File: config.mk
export PLATFORM = sky130hd
export DESIGN_NAME = lpw_timer
export DESIGN_NICKNAME = d
export VERILOG_FILES = /design/src/lpw_pkg.sv /design/src/lpw_tick_gen.sv /design/src/lpw_timer.sv
export SDC_FILE = /design/constraint.sdc
export NUM_CORES = 1
export LEC_CHECK = 0
export BUFFER_PORTS_ARGS = -buffer_cell sky130_fd_sc_hd__buf_4
export CAP_MARGIN = 20
export CORE_AREA = 2 2 148 150
export DETAILED_ROUTE_END_ITERATION = 8
export DIE_AREA = 0 0 150 152
export GPL_TIMING_DRIVEN = 0
export HOLD_SLACK_MARGIN = 0.03
export RECOVER_POWER = 50
export SYNTH_ARGS = -nofsm -noshare
export SYNTH_HDL_FRONTEND = slang
export SYNTH_SLANG_ARGS = --single-unit
File: constraint.sdc
create_clock -name ref_clk -period 2.04 [get_ports ref_clk]
set_input_delay 0.408 -clock ref_clk [delete_from_list [all_inputs] [get_ports ref_clk]]
set_output_delay 0.408 -clock ref_clk [all_outputs]
set_load 0.02 [all_outputs]
File: src/lpw_pkg.sv
package lpw_pkg;
  // register byte offsets on the avalon slave
  localparam logic [4:0] ADDR_CTRL1 = 5'h00;
  localparam logic [4:0] ADDR_CTRL2 = 5'h04;
  localparam logic [4:0] ADDR_CMP1 = 5'h08;
  localparam logic [4:0] ADDR_CMP0 = 5'h0c;
  localparam logic [4:0] ADDR_COUNT = 5'h10;
  localparam logic [4:0] ADDR_IRQ_STATUS = 5'h14;
  localparam logic [4:0] ADDR_IRQ_CLEAR = 5'h18;
  localparam logic [4:0] ADDR_IRQ_ENABLE = 5'h1c;

  // timer_control_one fields
  localparam int CR1_PS_LSB = 0;
  localparam int CR1_PS_MSB = 2;
  localparam int CR1_SRC_LO = 3;
  localparam int CR1_SRC_HI = 4;
  localparam int CR1_M1E = 5;
  localparam int CR1_START = 6;
  localparam logic [7:0] CR1_MASK = 8'h7f;

  // timer_control_two fields
  localparam int CR2_PWM_ENABLE = 0;
  localparam int CR2_OUTPUT_POLARITY = 1;
  localparam int CR2_OUTPUT_LEVEL = 2;
  localparam logic [7:0] CR2_MASK = 8'h07;

  // interrupt status layout
  localparam int IRQ_W = 2;
  localparam int IRQ_M1 = 0;
  localparam int IRQ_M0 = 1;

  // reset values
  localparam logic [7:0] CR1_RST = 8'h00;
  localparam logic [7:0] CR2_RST = 8'h00;
  localparam logic [15:0] CMP_RST = 16'hffff;

  // source select codes {high, low}
  localparam logic [1:0] SRC_SUB = 2'h0;
  localparam logic [1:0] SRC_WDT = 2'h2;
  localparam logic [1:0] SLOW_INTERNAL_OSCILLATOR_LAST = 2'h3;

  // prescale codes
  localparam logic [2:0] PS_DIV1 = 3'h0;
  localparam logic [2:0] PS_DIV2 = 3'h1;
  localparam logic [2:0] PS_DIV4 = 3'h2;
  localparam logic [2:0] PS_DIV8 = 3'h3;
  localparam logic [2:0] PS_DIV16 = 3'h4;
  localparam logic [2:0] PS_DIV32 = 3'h5;
  localparam int PRE_W = 5;

  // source index inside the synchroniser vectors
  localparam int SRC_N = 3;
  localparam int IDX_SUB = 0;
  localparam int IDX_SLOW_INTERNAL_OSCILLATOR = 1;
  localparam int IDX_WDT = 2;

  typedef enum logic [1:0] {
    BUS_IDLE = 2'b01,
    BUS_ACK = 2'b10
  } lpw_bus_t;
endpackage

File: src/lpw_tick_gen.sv
`timescale 1ns/100ps
module lpw_tick_gen
  import lpw_pkg::*;
(
  input wire logic ref_clk,
  input wire logic rst_n,
  input wire logic sub_clk,
  input wire logic slow_internal_oscillator_clk,
  input wire logic wdt_clk,
  input wire logic [1:0] src_sel,
  input wire logic [2:0] prescale_select,
  input wire logic run,
  output logic tick
);
  typedef struct packed {
    logic [SRC_N-1:0] s1;
    logic [SRC_N-1:0] s2;
    logic [SRC_N-1:0] s3;
    logic [1:0] slow_internal_oscillator_cnt;
    logic [PRE_W-1:0] pre_cnt;
    logic tick;
  } lpw_tick_st_t;

  lpw_tick_st_t q_r;
  lpw_tick_st_t q_nxt;

  function automatic logic [PRE_W-1:0] div_last(input logic [2:0] ps);
    case (ps)
      PS_DIV1: div_last = 5'h00;
      PS_DIV2: div_last = 5'h01;
      PS_DIV4: div_last = 5'h03;
      PS_DIV8: div_last = 5'h07;
      PS_DIV16: div_last = 5'h0f;
      PS_DIV32: div_last = 5'h1f;
      default: div_last = 5'h00;  // prohibited codes fall back to no division
    endcase
  endfunction

  logic [SRC_N-1:0] rise;
  logic slow_internal_oscillator_tick;
  logic src_tick;

  always_comb begin
    q_nxt = q_r;
    q_nxt.s1 = {wdt_clk, slow_internal_oscillator_clk, sub_clk};
    q_nxt.s2 = q_r.s1;
    q_nxt.s3 = q_r.s2;
    rise = q_r.s2 & ~q_r.s3;
    slow_internal_oscillator_tick = rise[IDX_SLOW_INTERNAL_OSCILLATOR] && (q_r.slow_internal_oscillator_cnt == SLOW_INTERNAL_OSCILLATOR_LAST);
    if (rise[IDX_SLOW_INTERNAL_OSCILLATOR]) begin
      q_nxt.slow_internal_oscillator_cnt = q_r.slow_internal_oscillator_cnt + 2'h1;
    end
    case (src_sel)
      SRC_SUB: src_tick = rise[IDX_SUB];
      SRC_WDT: src_tick = rise[IDX_WDT];
      default: src_tick = slow_internal_oscillator_tick;
    endcase
    q_nxt.tick = 1'b0;
    // edges are only seen reliably while ref_clk is at least four times the source
    if (!run) begin
      q_nxt.pre_cnt = '0;
    end else if (src_tick) begin
      if (q_r.pre_cnt >= div_last(prescale_select)) begin
        q_nxt.pre_cnt = '0;
        q_nxt.tick = 1'b1;
      end else begin
        q_nxt.pre_cnt = q_r.pre_cnt + 5'h01;
      end
    end
  end

  always_ff @(posedge ref_clk or negedge rst_n) begin
    if (!rst_n) begin
      q_r <= '0;
    end else begin
      q_r <= q_nxt;
    end
  end

  assign tick = q_r.tick;
endmodule

File: src/lpw_timer.sv
// The address map and the Avalon-MM register port were decided locally.
`timescale 1ns/100ps
module lpw_timer
  import lpw_pkg::*;
#(
  parameter int CNT_W = 16
) (
  input wire logic ref_clk,
  input wire logic rst_n,
  input wire logic [4:0] avs_address,
  input wire logic avs_read,
  input wire logic avs_write,
  input wire logic [31:0] avs_writedata,
  input wire logic [3:0] avs_byteenable,
  output logic [31:0] avs_readdata,
  output logic avs_waitrequest,
  input wire logic sub_clk,
  input wire logic slow_internal_oscillator_clk,
  input wire logic wdt_clk,
  input wire logic standby,
  output logic match_zero_event,
  output logic match_one_event,
  output logic timer_output_pin,
  output logic irq
);
  typedef struct packed {
    lpw_bus_t bus;
    logic [31:0] rdata;
    logic [7:0] cr1;
    logic [7:0] cr2;
    logic [CNT_W-1:0] cmp1;
    logic [CNT_W-1:0] cmp0;
    logic [CNT_W-1:0] cnt;
    logic [IRQ_W-1:0] status;
    logic [IRQ_W-1:0] irq_en;
    logic out_lvl;
    logic ev0;
    logic ev1;
  } lpw_state_t;

  lpw_state_t q_r;
  lpw_state_t q_nxt;

  logic tick;
  logic run;

  assign run = q_r.cr1[CR1_START];

  lpw_tick_gen u_tick (
    .ref_clk(ref_clk),
    .rst_n(rst_n),
    .sub_clk(sub_clk),
    .slow_internal_oscillator_clk(slow_internal_oscillator_clk),
    .wdt_clk(wdt_clk),
    .src_sel({q_r.cr1[CR1_SRC_HI], q_r.cr1[CR1_SRC_LO]}),
    .prescale_select(q_r.cr1[CR1_PS_MSB:CR1_PS_LSB]),
    .run(run),
    .tick(tick)
  );

  function automatic logic [31:0] be_merge(input logic [31:0] old, input logic [31:0] wd, input logic [3:0] be);
    logic [31:0] r;
    r = old;
    for (int i = 0; i < 4; i++) begin
      if (be[i]) begin
        r[i*8 +: 8] = wd[i*8 +: 8];
      end
    end
    be_merge = r;
  endfunction

  function automatic logic [31:0] zext(input logic [CNT_W-1:0] v);
    zext = 32'(v);
  endfunction

  logic bus_req;
  logic bus_wr;
  logic hit0;
  logic hit1;
  logic m0;
  logic m1;
  logic pwm_on;
  logic [IRQ_W-1:0] set_v;
  logic [IRQ_W-1:0] clr_v;
  logic [31:0] rd_v;
  logic [31:0] wm_v;

  always_comb begin
    q_nxt = q_r;
    bus_req = avs_read || avs_write;
    bus_wr = avs_write && (q_r.bus == BUS_ACK);
    clr_v = '0;
    rd_v = 32'h0000_0000;
    wm_v = 32'h0000_0000;

    // bus handshake: one wait cycle for every access
    case (q_r.bus)
      BUS_IDLE: begin
        if (bus_req) begin
          q_nxt.bus = BUS_ACK;
        end
      end
      BUS_ACK: begin
        q_nxt.bus = BUS_IDLE;
      end
      default: begin
        q_nxt.bus = BUS_IDLE;
      end
    endcase

    // read mux, registered so data stands at the accepting edge
    case (avs_address)
      ADDR_CTRL1: rd_v = {24'h000000, q_r.cr1};
      ADDR_CTRL2: rd_v = {24'h000000, q_r.cr2};
      ADDR_CMP1: rd_v = zext(q_r.cmp1);
      ADDR_CMP0: rd_v = zext(q_r.cmp0);
      ADDR_COUNT: rd_v = zext(q_r.cnt);
      ADDR_IRQ_STATUS: rd_v = 32'(q_r.status);
      ADDR_IRQ_ENABLE: rd_v = 32'(q_r.irq_en);
      default: rd_v = 32'h0000_0000;
    endcase
    if (avs_read && (q_r.bus == BUS_IDLE)) begin
      q_nxt.rdata = rd_v;
    end

    if (bus_wr) begin
      case (avs_address)
        ADDR_CTRL1: begin
          wm_v = be_merge({24'h000000, q_r.cr1}, avs_writedata, avs_byteenable);
          q_nxt.cr1 = wm_v[7:0] & CR1_MASK;
        end
        ADDR_CTRL2: begin
          wm_v = be_merge({24'h000000, q_r.cr2}, avs_writedata, avs_byteenable);
          q_nxt.cr2 = wm_v[7:0] & CR2_MASK;
        end
        ADDR_CMP1: begin
          wm_v = be_merge(zext(q_r.cmp1), avs_writedata, avs_byteenable);
          q_nxt.cmp1 = wm_v[CNT_W-1:0];
        end
        ADDR_CMP0: begin
          wm_v = be_merge(zext(q_r.cmp0), avs_writedata, avs_byteenable);
          q_nxt.cmp0 = wm_v[CNT_W-1:0];
        end
        ADDR_IRQ_CLEAR: clr_v = avs_byteenable[0] ? avs_writedata[IRQ_W-1:0] : '0;
        ADDR_IRQ_ENABLE: begin
          if (avs_byteenable[0]) begin
            q_nxt.irq_en = avs_writedata[IRQ_W-1:0];
          end
        end
        default: begin
        end
      endcase
    end

    // counter: standby has no say in counting, only in the match zero event and its status bit
    hit0 = (q_r.cnt == q_r.cmp0);
    hit1 = (q_r.cnt == q_r.cmp1);
    m0 = tick && hit0;
    m1 = tick && hit1 && q_r.cr1[CR1_M1E];
    q_nxt.ev0 = m0 && standby;
    q_nxt.ev1 = m1;
    if (!run) begin
      q_nxt.cnt = '0;
    end else if (m0) begin
      q_nxt.cnt = '0;
    end else if (tick) begin
      q_nxt.cnt = q_r.cnt + CNT_W'(1);
    end

    // pwm waveform before polarity; idle level while pwm is off or stopped
    pwm_on = q_r.cr2[CR2_PWM_ENABLE] && run;
    if (!pwm_on || m0) begin
      q_nxt.out_lvl = q_r.cr2[CR2_OUTPUT_LEVEL];
    end else if (m1) begin
      q_nxt.out_lvl = ~q_r.cr2[CR2_OUTPUT_LEVEL];
    end

    // sticky status, an event in the clearing cycle wins
    set_v = '0;
    set_v[IRQ_M1] = m1;
    set_v[IRQ_M0] = m0 && standby;
    q_nxt.status = (q_r.status & ~clr_v) | set_v;
  end

  always_ff @(posedge ref_clk or negedge rst_n) begin
    if (!rst_n) begin
      q_r.bus <= BUS_IDLE;
      q_r.rdata <= 32'h0000_0000;
      q_r.cr1 <= CR1_RST;
      q_r.cr2 <= CR2_RST;
      q_r.cmp1 <= CNT_W'(CMP_RST);
      q_r.cmp0 <= CNT_W'(CMP_RST);
      q_r.cnt <= '0;
      q_r.status <= '0;
      q_r.irq_en <= '0;
      q_r.out_lvl <= 1'b0;
      q_r.ev0 <= 1'b0;
      q_r.ev1 <= 1'b0;
    end else begin
      q_r <= q_nxt;
    end
  end

  assign avs_waitrequest = (avs_read || avs_write) && (q_r.bus != BUS_ACK);
  assign avs_readdata = q_r.rdata;
  assign match_zero_event = q_r.ev0;
  assign match_one_event = q_r.ev1;
  assign timer_output_pin = q_r.out_lvl ^ q_r.cr2[CR2_OUTPUT_POLARITY];
  assign irq = |(q_r.status & q_r.irq_en);
endmodule

## After elaboration in Yosys (flattened, before gate mapping)

Cells that the tools add are included.

| storage, ports and cells | value |
|---|---|
| output and inout port bits | 37 |
| latch bits | 0 |
| logic and storage cells | 97 |
| memories kept | 0 |
| RAM bits | 0 |
| ROM bits | 0 |
| bits in registers | 116 |

| cells by class | value |
|---|---|
| mux-type cells | 20 |
| multipliers | 0 |
| add/sub/neg operators | 3 |
| bitwise operators | 8 |
| shifts and indexed selects | 0 |
| equal/unequal tests | 22 |
| reduce and logical (&&, ||, !) cells | 23 |
| $lt $le $gt $ge | 1 |
| divide/modulo/power cells | 0 |

Operators with widths:

| operator | number |
|---|---|
| $pmux W16 S7 | 1 |
| $mux W16 | 3 |
| $eq A16 B16 Y1 | 2 |
| $pmux W5 S5 | 1 |
| $reduce_and A3 Y1 | 7 |
| $eq A5 B5 Y1 const B | 4 |
| $mux W5 | 4 |
| $add A16 B1 Y16 const B | 1 |
| $eq A5 B4 Y1 const B | 2 |
| $mux W2 | 5 |
| $logic_and A1 B1 Y1 | 9 |
| $eq A2 B2 Y1 const B | 3 |
| $eq A3 B2 Y1 const B | 2 |
| $eq A3 B3 Y1 const B | 2 |
| $mux W6 | 1 |
| $add A5 B1 Y5 const B | 1 |
| $eq A5 B3 Y1 const B | 1 |
| $ge A5 B5 Y1 | 1 |
| $logic_not A5 Y1 | 1 |
| $and A2 B2 Y2 | 2 |
| $mux W1 | 4 |
| $ne A2 B2 Y1 const B | 2 |
| $and A3 B3 Y3 | 1 |
| $eq A3 B1 Y1 const B | 1 |
| other kinds (15) | 16 |

## Longest topological paths before layout

| depth | value |
|---|---|
| depth in word-level cells | 10 |
| depth in mapped cells | 9 |
| gate-level depth less buffers | 9 |

## Cells and area by module

A second synthesis with hierarchy kept.

| second synthesis, totals | value |
|---|---|
| cell total of the unflattened synthesis | 469 |
| area total of the unflattened synthesis | 5195.0 µm² |

Modules (own cells, without submodules):

| module | area each (µm²) | cells each | sequential area each (µm²) | instances |
|---|---|---|---|---|
| lpw_timer | 4350.4 | 398 | 2118.3 | 1 |
| lpw_tick_gen | 844.6 | 71 | 425.4 | 1 |

## Worst setup path before layout

Ideal clock, no wire load.

| timing path | value |
|---|---|
| path type | flip-flop to flip-flop |
| from | reg q_r[65] (netlist name) |
| to | reg u_tick.q_r[4] (netlist name) |
| data required time | 1958 ps |
| arrival | 1918 ps |
| setup slack | 40 ps |
| library setup time | 82 ps |
| clock period less this slack | 2000 ps |
| cell stages (with the launch flop) | 10 |
| cells stage by stage | dfrtp_1 -> nor3_1 -> a21oi_1 -> ha_1 -> nand2b_1 -> a21o_1 -> a21o_1 -> a211oi_2 -> a41oi_1 -> a31oi_1 |

| on the way | value |
|---|---|
| word-level cells in the longest chain between the ends | 8 |

RTL lines:

| item | line | text |
|---|---|---|
| start, declared | lpw_timer.sv:41 | `lpw_state_t q_r;` |
| start signal, assigned | lpw_timer.sv:200 | `q_r <= q_nxt;` |
| $eq A3 B3 Y1 (tied with other cells) | lpw_tick_gen.sv:28 | `case (ps)` |
| $pmux W5 S5 (*) | lpw_tick_gen.sv:28 |  |
| $mux W5 (*) | lpw_tick_gen.sv:62 | `end else if (src_tick) begin` |
| $mux W5 (*) | lpw_tick_gen.sv:60 | `if (!run) begin` |
| $ge A5 B5 Y1 (*) | lpw_tick_gen.sv:63 | `if (q_r.pre_cnt >= div_last(prescale_select)) begin` |
| $mux W5 (*) | lpw_tick_gen.sv:63 |  |
| $mux W6 (*) | lpw_tick_gen.sv:62 |  |
| $mux W5 (*) | lpw_tick_gen.sv:60 |  |
| end signal, assigned | lpw_tick_gen.sv:76 | `q_r <= q_nxt;` |
| end, declared | lpw_tick_gen.sv:24 | `lpw_tick_st_t q_r;` |

Every way passes the cells marked *; elsewhere a longest branch is shown, timed or not. The select of a mux whose other input is x is not followed.
A chain may end at the register's enable or synchronous reset.

## Worst setup path after layout

| timing path | value |
|---|---|
| from | reg q_r[64] (netlist name) |
| to | reg u_tick.q_r[4] (netlist name) |

The elaborated chain is that of the path after synthesis.

==> metrics.md <==
| Metric | Value |
|---|---|
| Run status | `finished with violations` |
| Violated checks | `setup timing` |
| Maximum ir drop on the vdd rail | `roughly 0.00033 V` |
| CP Data Arrival Time | `between 2 and 2.5 ns` |
| Iteration-0 DRC Markers | `just over 200` |
| Die outline width | `150 um` |
| Number of endpoints failing setup at the final stage | `1` |
| Critical path, cell by cell | `nor3_2 -> a21oi_1 -> ha_1 -> nand2b_4 -> a21o_1 -> a21o_1 -> a211oi_4 -> a41oi_2 -> a31oi_1` |
| Layout Nets | `about 620` |
| Final Routed Wirelength | `about 13000 um` |
| Placeable Area | `21400 um^2` |
| Antenna cells | `0` |
| Y dimension of the die | `~150 um` |
| Critical path's top delay family | `compound AO/OA/AOI/OAI gates` |
| Cts-stage hold buffer count | `0` |
| Post-synthesis sequential area ratio | `between 40% and 50%` |
| Floorplan die area | `22800 um^2` |
| Kind of launch point of the worst setup path | `flop` |
| Fraction of final layout cells sized beyond drive strength 1 | `approximately 38%` |
| Total grt overflow | `0` |
| Minimum clock period | `2.07 ns` |
| Detailed-route wire length per cell | `14.8 um` |
| Worst Reg2Reg Path Length in Cells | `9` |
| EDFF count, synth | `0` |
| Initial antenna violation count | `0` |
| Worst setup slack after layout | `-0.0291 ns` |
| Worst-path clk slew | `around 0.07 ns` |
| Area Overhead vs Synth | `24.4%` |
| Global-route wire length before repair | `between 15000 and 20000 um` |
| Number of cells on the worst hold path | `1` |
| Vias in the first global route | `around 3.7k` |
| Starting Density | `approximately a quarter` |
| Worst path bufs/invs | `0` |
| Total placed cells including tap cells | `828` |
| Post-Syn Instances | `~480` |
| Average size of a mapped cell | `10.8 um^2` |
| Buffers on Ports | `50` |
| Io pins | `86` |
| Area post-placement | `roughly 6000 um^2` |
| Maximum number of pins on one net before global-route repair | `between 50 and 60` |
| Clock tree from TritonCTS | `done` |
| Netlist Area Pre-Place | `~5200 um^2` |
| Worst setup slack for register-to-register paths | `-0.03 ns` |
| CP most frequent cell | `sky130_fd_sc_hd__a21o_1` |
| Worst-path cell with the longest stage delay | `sky130_fd_sc_hd__dfrtp_2` |
| Static Leakage | `~3.0 nW` |
| Clock Tree Root | `sky130_fd_sc_hd__clkbuf_16` |
| Number of buffers created by CTS | `9` |
| Unrepaired setup endpoints after global routing | `yes` |
| Clock network latency to the later pin of the worst-skew pair | `0.36 ns` |
| Row cnt | `54` |
| Peak clock frequency supported by timing | `483 MHz` |
| Iteration count of the initial detailed-routing pass | `5` |
| Commonest register cell after synthesis | `sky130_fd_sc_hd__dfrtp_1` |
| # Max-Cap Violations | `0` |
| Min-Delay Endpoint | `u_tick.q_nxt[12]$_DFF_PN0_` |
| Crit Reg-Reg Endpoint | `u_tick.q_r[4]$_DFFE_PN0P_` |
| Pwr Density | `around 730 nW/um^2` |
| Number of clock sinks | `100` |
| Global router's overall resource usage | `between 10 and 15%` |
| Deepest level of the CTS H-tree | `3` |
| Final cell count without fillers | `about 850` |
| Yosys warns | `0` |
| Hpwl dp | `between 9000 and 10000 um` |
| Layout filler cell count | `approximately 2.2k` |
| Type of the worst setup path | `flop to flop` |
| Worst hold path startpoint | `slow_internal_oscillator_clk` |
| Number of synthesized register bits | `100` |
| Critical path data required time | `about 2.3 ns` |
| Max Fanout on Critical Path | `5` |
| Worst setup skew after layout | `around 0.010 ns` |
| Share of the cycle needed by the critical path after routing | `101%` |
| Worst max-slew margin expressed relative to the limit | `between 10 and 15%` |
| Largest stage delay, worst path | `0.43 ns` |
| Total via count in the routed design | `around 3.8k` |
| Proportion of register bits with asynchronous set or reset after synthesis | `100%` |
| Design area | `6470 um^2` |
| HP Class | `input port to flop` |
| Hold violation total from the final report | `0` |
| Number of pins with negative max-slew slack in the final report | `0` |
| Routed via count divided by cell count | `about 4.5` |
| Origin of the critical flop-to-flop path | `q_r[64]$_DFFE_PN0P_` |
| Transition time of the tightest slew-check pin | `~1.3 ns` |
| DRC | `0` |
| Last weighted congestion value of the routability-driven placer | `approximately 0.87` |
| Kind of end point of the critical path | `flop` |
| Yosys cell types | `56` |
| Max Buffers Root-to-Sink | `2` |
| Residual antenna-violating net count after detailed routing | `0` |
power breakdown:
part,internal [W],switching [W]
clock,0.00111,0.000744
sequential,0.00213,0.0000891
combinational,0.000267,0.000353
total,0.00351,0.00119
synth_stat cells (all sizes together) (2+ instances only):
| master | instances | area share, % |
|---|---|---|
| a22o | 5 | 0.84 |
| clkbuf | 13 | 0.96 |
| a31oi | 6 | 0.72 |
| mux2 | 39 | 8.5 |
| a21o | 4 | 0.58 |
| o211ai | 2 | 0.29 |
| or3b | 2 | 0.34 |
| o21ai | 33 | 3.3 |
| nor4 | 6 | 0.72 |
| nand3 | 11 | 1.1 |
| or3 | 4 | 0.58 |
| xor2 | 39 | 6.7 |
| xnor2 | 7 | 1.2 |
| buf | 43 | 5.9 |
| nor3 | 9 | 1.2 |
| a221oi | 4 | 0.67 |
| nand2 | 46 | 3.3 |
| nor2b | 8 | 0.96 |
| nand4b | 2 | 0.34 |
| nand2b | 5 | 0.60 |
| nor2 | 19 | 1.4 |
| nand4 | 5 | 0.60 |
| and3 | 9 | 1.1 |
| or4 | 2 | 0.29 |
| inv | 12 | 0.87 |
| ha | 8 | 1.9 |
| a21boi | 2 | 0.29 |
| mux2i | 2 | 0.39 |
| dfstp | 33 | 17 |
| a222oi | 10 | 1.9 |
| a21oi | 7 | 0.67 |
| dfrtp | 67 | 32 |
| and2 | 4 | 0.48 |
| a22oi | 2 | 0.29 |
metrics by stage:
stage | setup TNS [ns] | util [%] | hold WS (ns) | setup WS [ns] | power, W
4_1_cts | -0.190 | 30.0 | 0.127 | -0.0881 | 0.00472
3_3_place_gp | -15.56 | 28.0 | 0.335 | -0.435 | 0.00281
2_1_floorplan | 0 | - | 0.112 | 0.0396 | 0.00259
6_report | -0.0291 | 30.3 | 0.184 | -0.0291 | 0.00469
5_1_grt | -3.48 | 30.3 | 0.177 | -0.153 | 0.00491
3_5_place_dp | -16.63 | 28.1 | 0.336 | -0.456 | 0.00283
repair_timing:
item / CTS / global route
gates resized for setup: 11 / 9
setup endpoints to repair: 35 / 49
hold endpoints to repair: 0 / 0
buffers inserted: 6 / 5
pin swaps: 12 / 9
gates cloned: 0 / 0
per-layer routing:
layer  global-route usage [%]  share of wire (%)  wire [um]
met2                     17.2                 46       5730
met5                        0                  0          0
met4                     4.22                1.9        240
met3                     2.58                5.9        747
met1                     15.6                 47       5860
cells in the final DEF, fill, tap and decap left out, drive strengths merged, types with 4 or more instances in the layout:
master / netlist / routed
buf: 43 / 100
dfrtp: 67 / 67
nand2: 46 / 46
mux2: 39 / 39
xor2: 39 / 39
dfstp: 33 / 33
o21ai: 33 / 33
clkbuf: 13 / 24
nor2: 19 / 19
conb: 1 / 16
inv: 12 / 12
nand3: 11 / 11
a222oi: 10 / 10
and3: 9 / 9
nor3: 9 / 9
ha: 8 / 8
nor2b: 8 / 8
a21oi: 7 / 7
xnor2: 7 / 7
a31oi: 6 / 6
nor4: 6 / 6
nand4: 5 / 5
a22o: 5 / 5
nand2b: 5 / 5
a21o: 4 / 4
and2: 4 / 4
a221oi: 4 / 4
or3: 4 / 4
how the worst max path moves through the flow:
| stage | cells after the start | to | start |
|---|---|---|---|
| 6_report | 9 | u_tick.q_r[4]$_DFFE_PN0P_ | q_r[64]$_DFFE_PN0P_ |
| 5_1_grt | 9 | u_tick.q_r[4]$_DFFE_PN0P_ | q_r[64]$_DFFE_PN0P_ |
| 4_1_cts | 9 | u_tick.q_r[4]$_DFFE_PN0P_ | q_r[64]$_DFFE_PN0P_ |
| 3_5_place_dp | 7 | avs_readdata[8]$_DFFE_PN0P_ | avs_address[4] |
| 3_3_place_gp | 7 | avs_readdata[7]$_DFFE_PN0P_ | avs_address[4] |
| 2_1_floorplan | 9 | u_tick.q_r[4]$_DFFE_PN0P_ | q_r[65]$_DFFE_PN0P_ |
registers in the layout, summed over array words and instances, names as in the netlist:
signal and count:
avs_readdata 16, u_tick.tick 1, u_tick.q_nxt 6, match_zero_event 1, q_r 65, u_tick.q_r 10, match_one_event 1
cell type report:
type                    instances  area [um^2]  share of cell area, %
inverters                      12         45.0                  0.697
plain buffers                  50          335                   5.19
repair buffers                 62          463                   7.16
well taps                     280          350                   5.42
clock buffers                  12          246                   3.81
multi-input cells             329         2410                   37.2
flip-flops and latches        100         2550                   39.4
clock inverters                 4         73.8                   1.14
cells by family after synthesis:
logic type                 Yosys count  share of synthesized area, %
buffers and inverters               68                          7.73
AOI/OAI and AO/OA                   81                          10.6
adders and majority gates            8                          1.93
DFF                                100                          49.0
xor gates and xnor gates            46                          7.90
other                                1                        0.0722
muxes                               42                          9.27
and+or+nand+nor                    136                          13.5
Note: power is estimated with default switching activity, not from simulation.
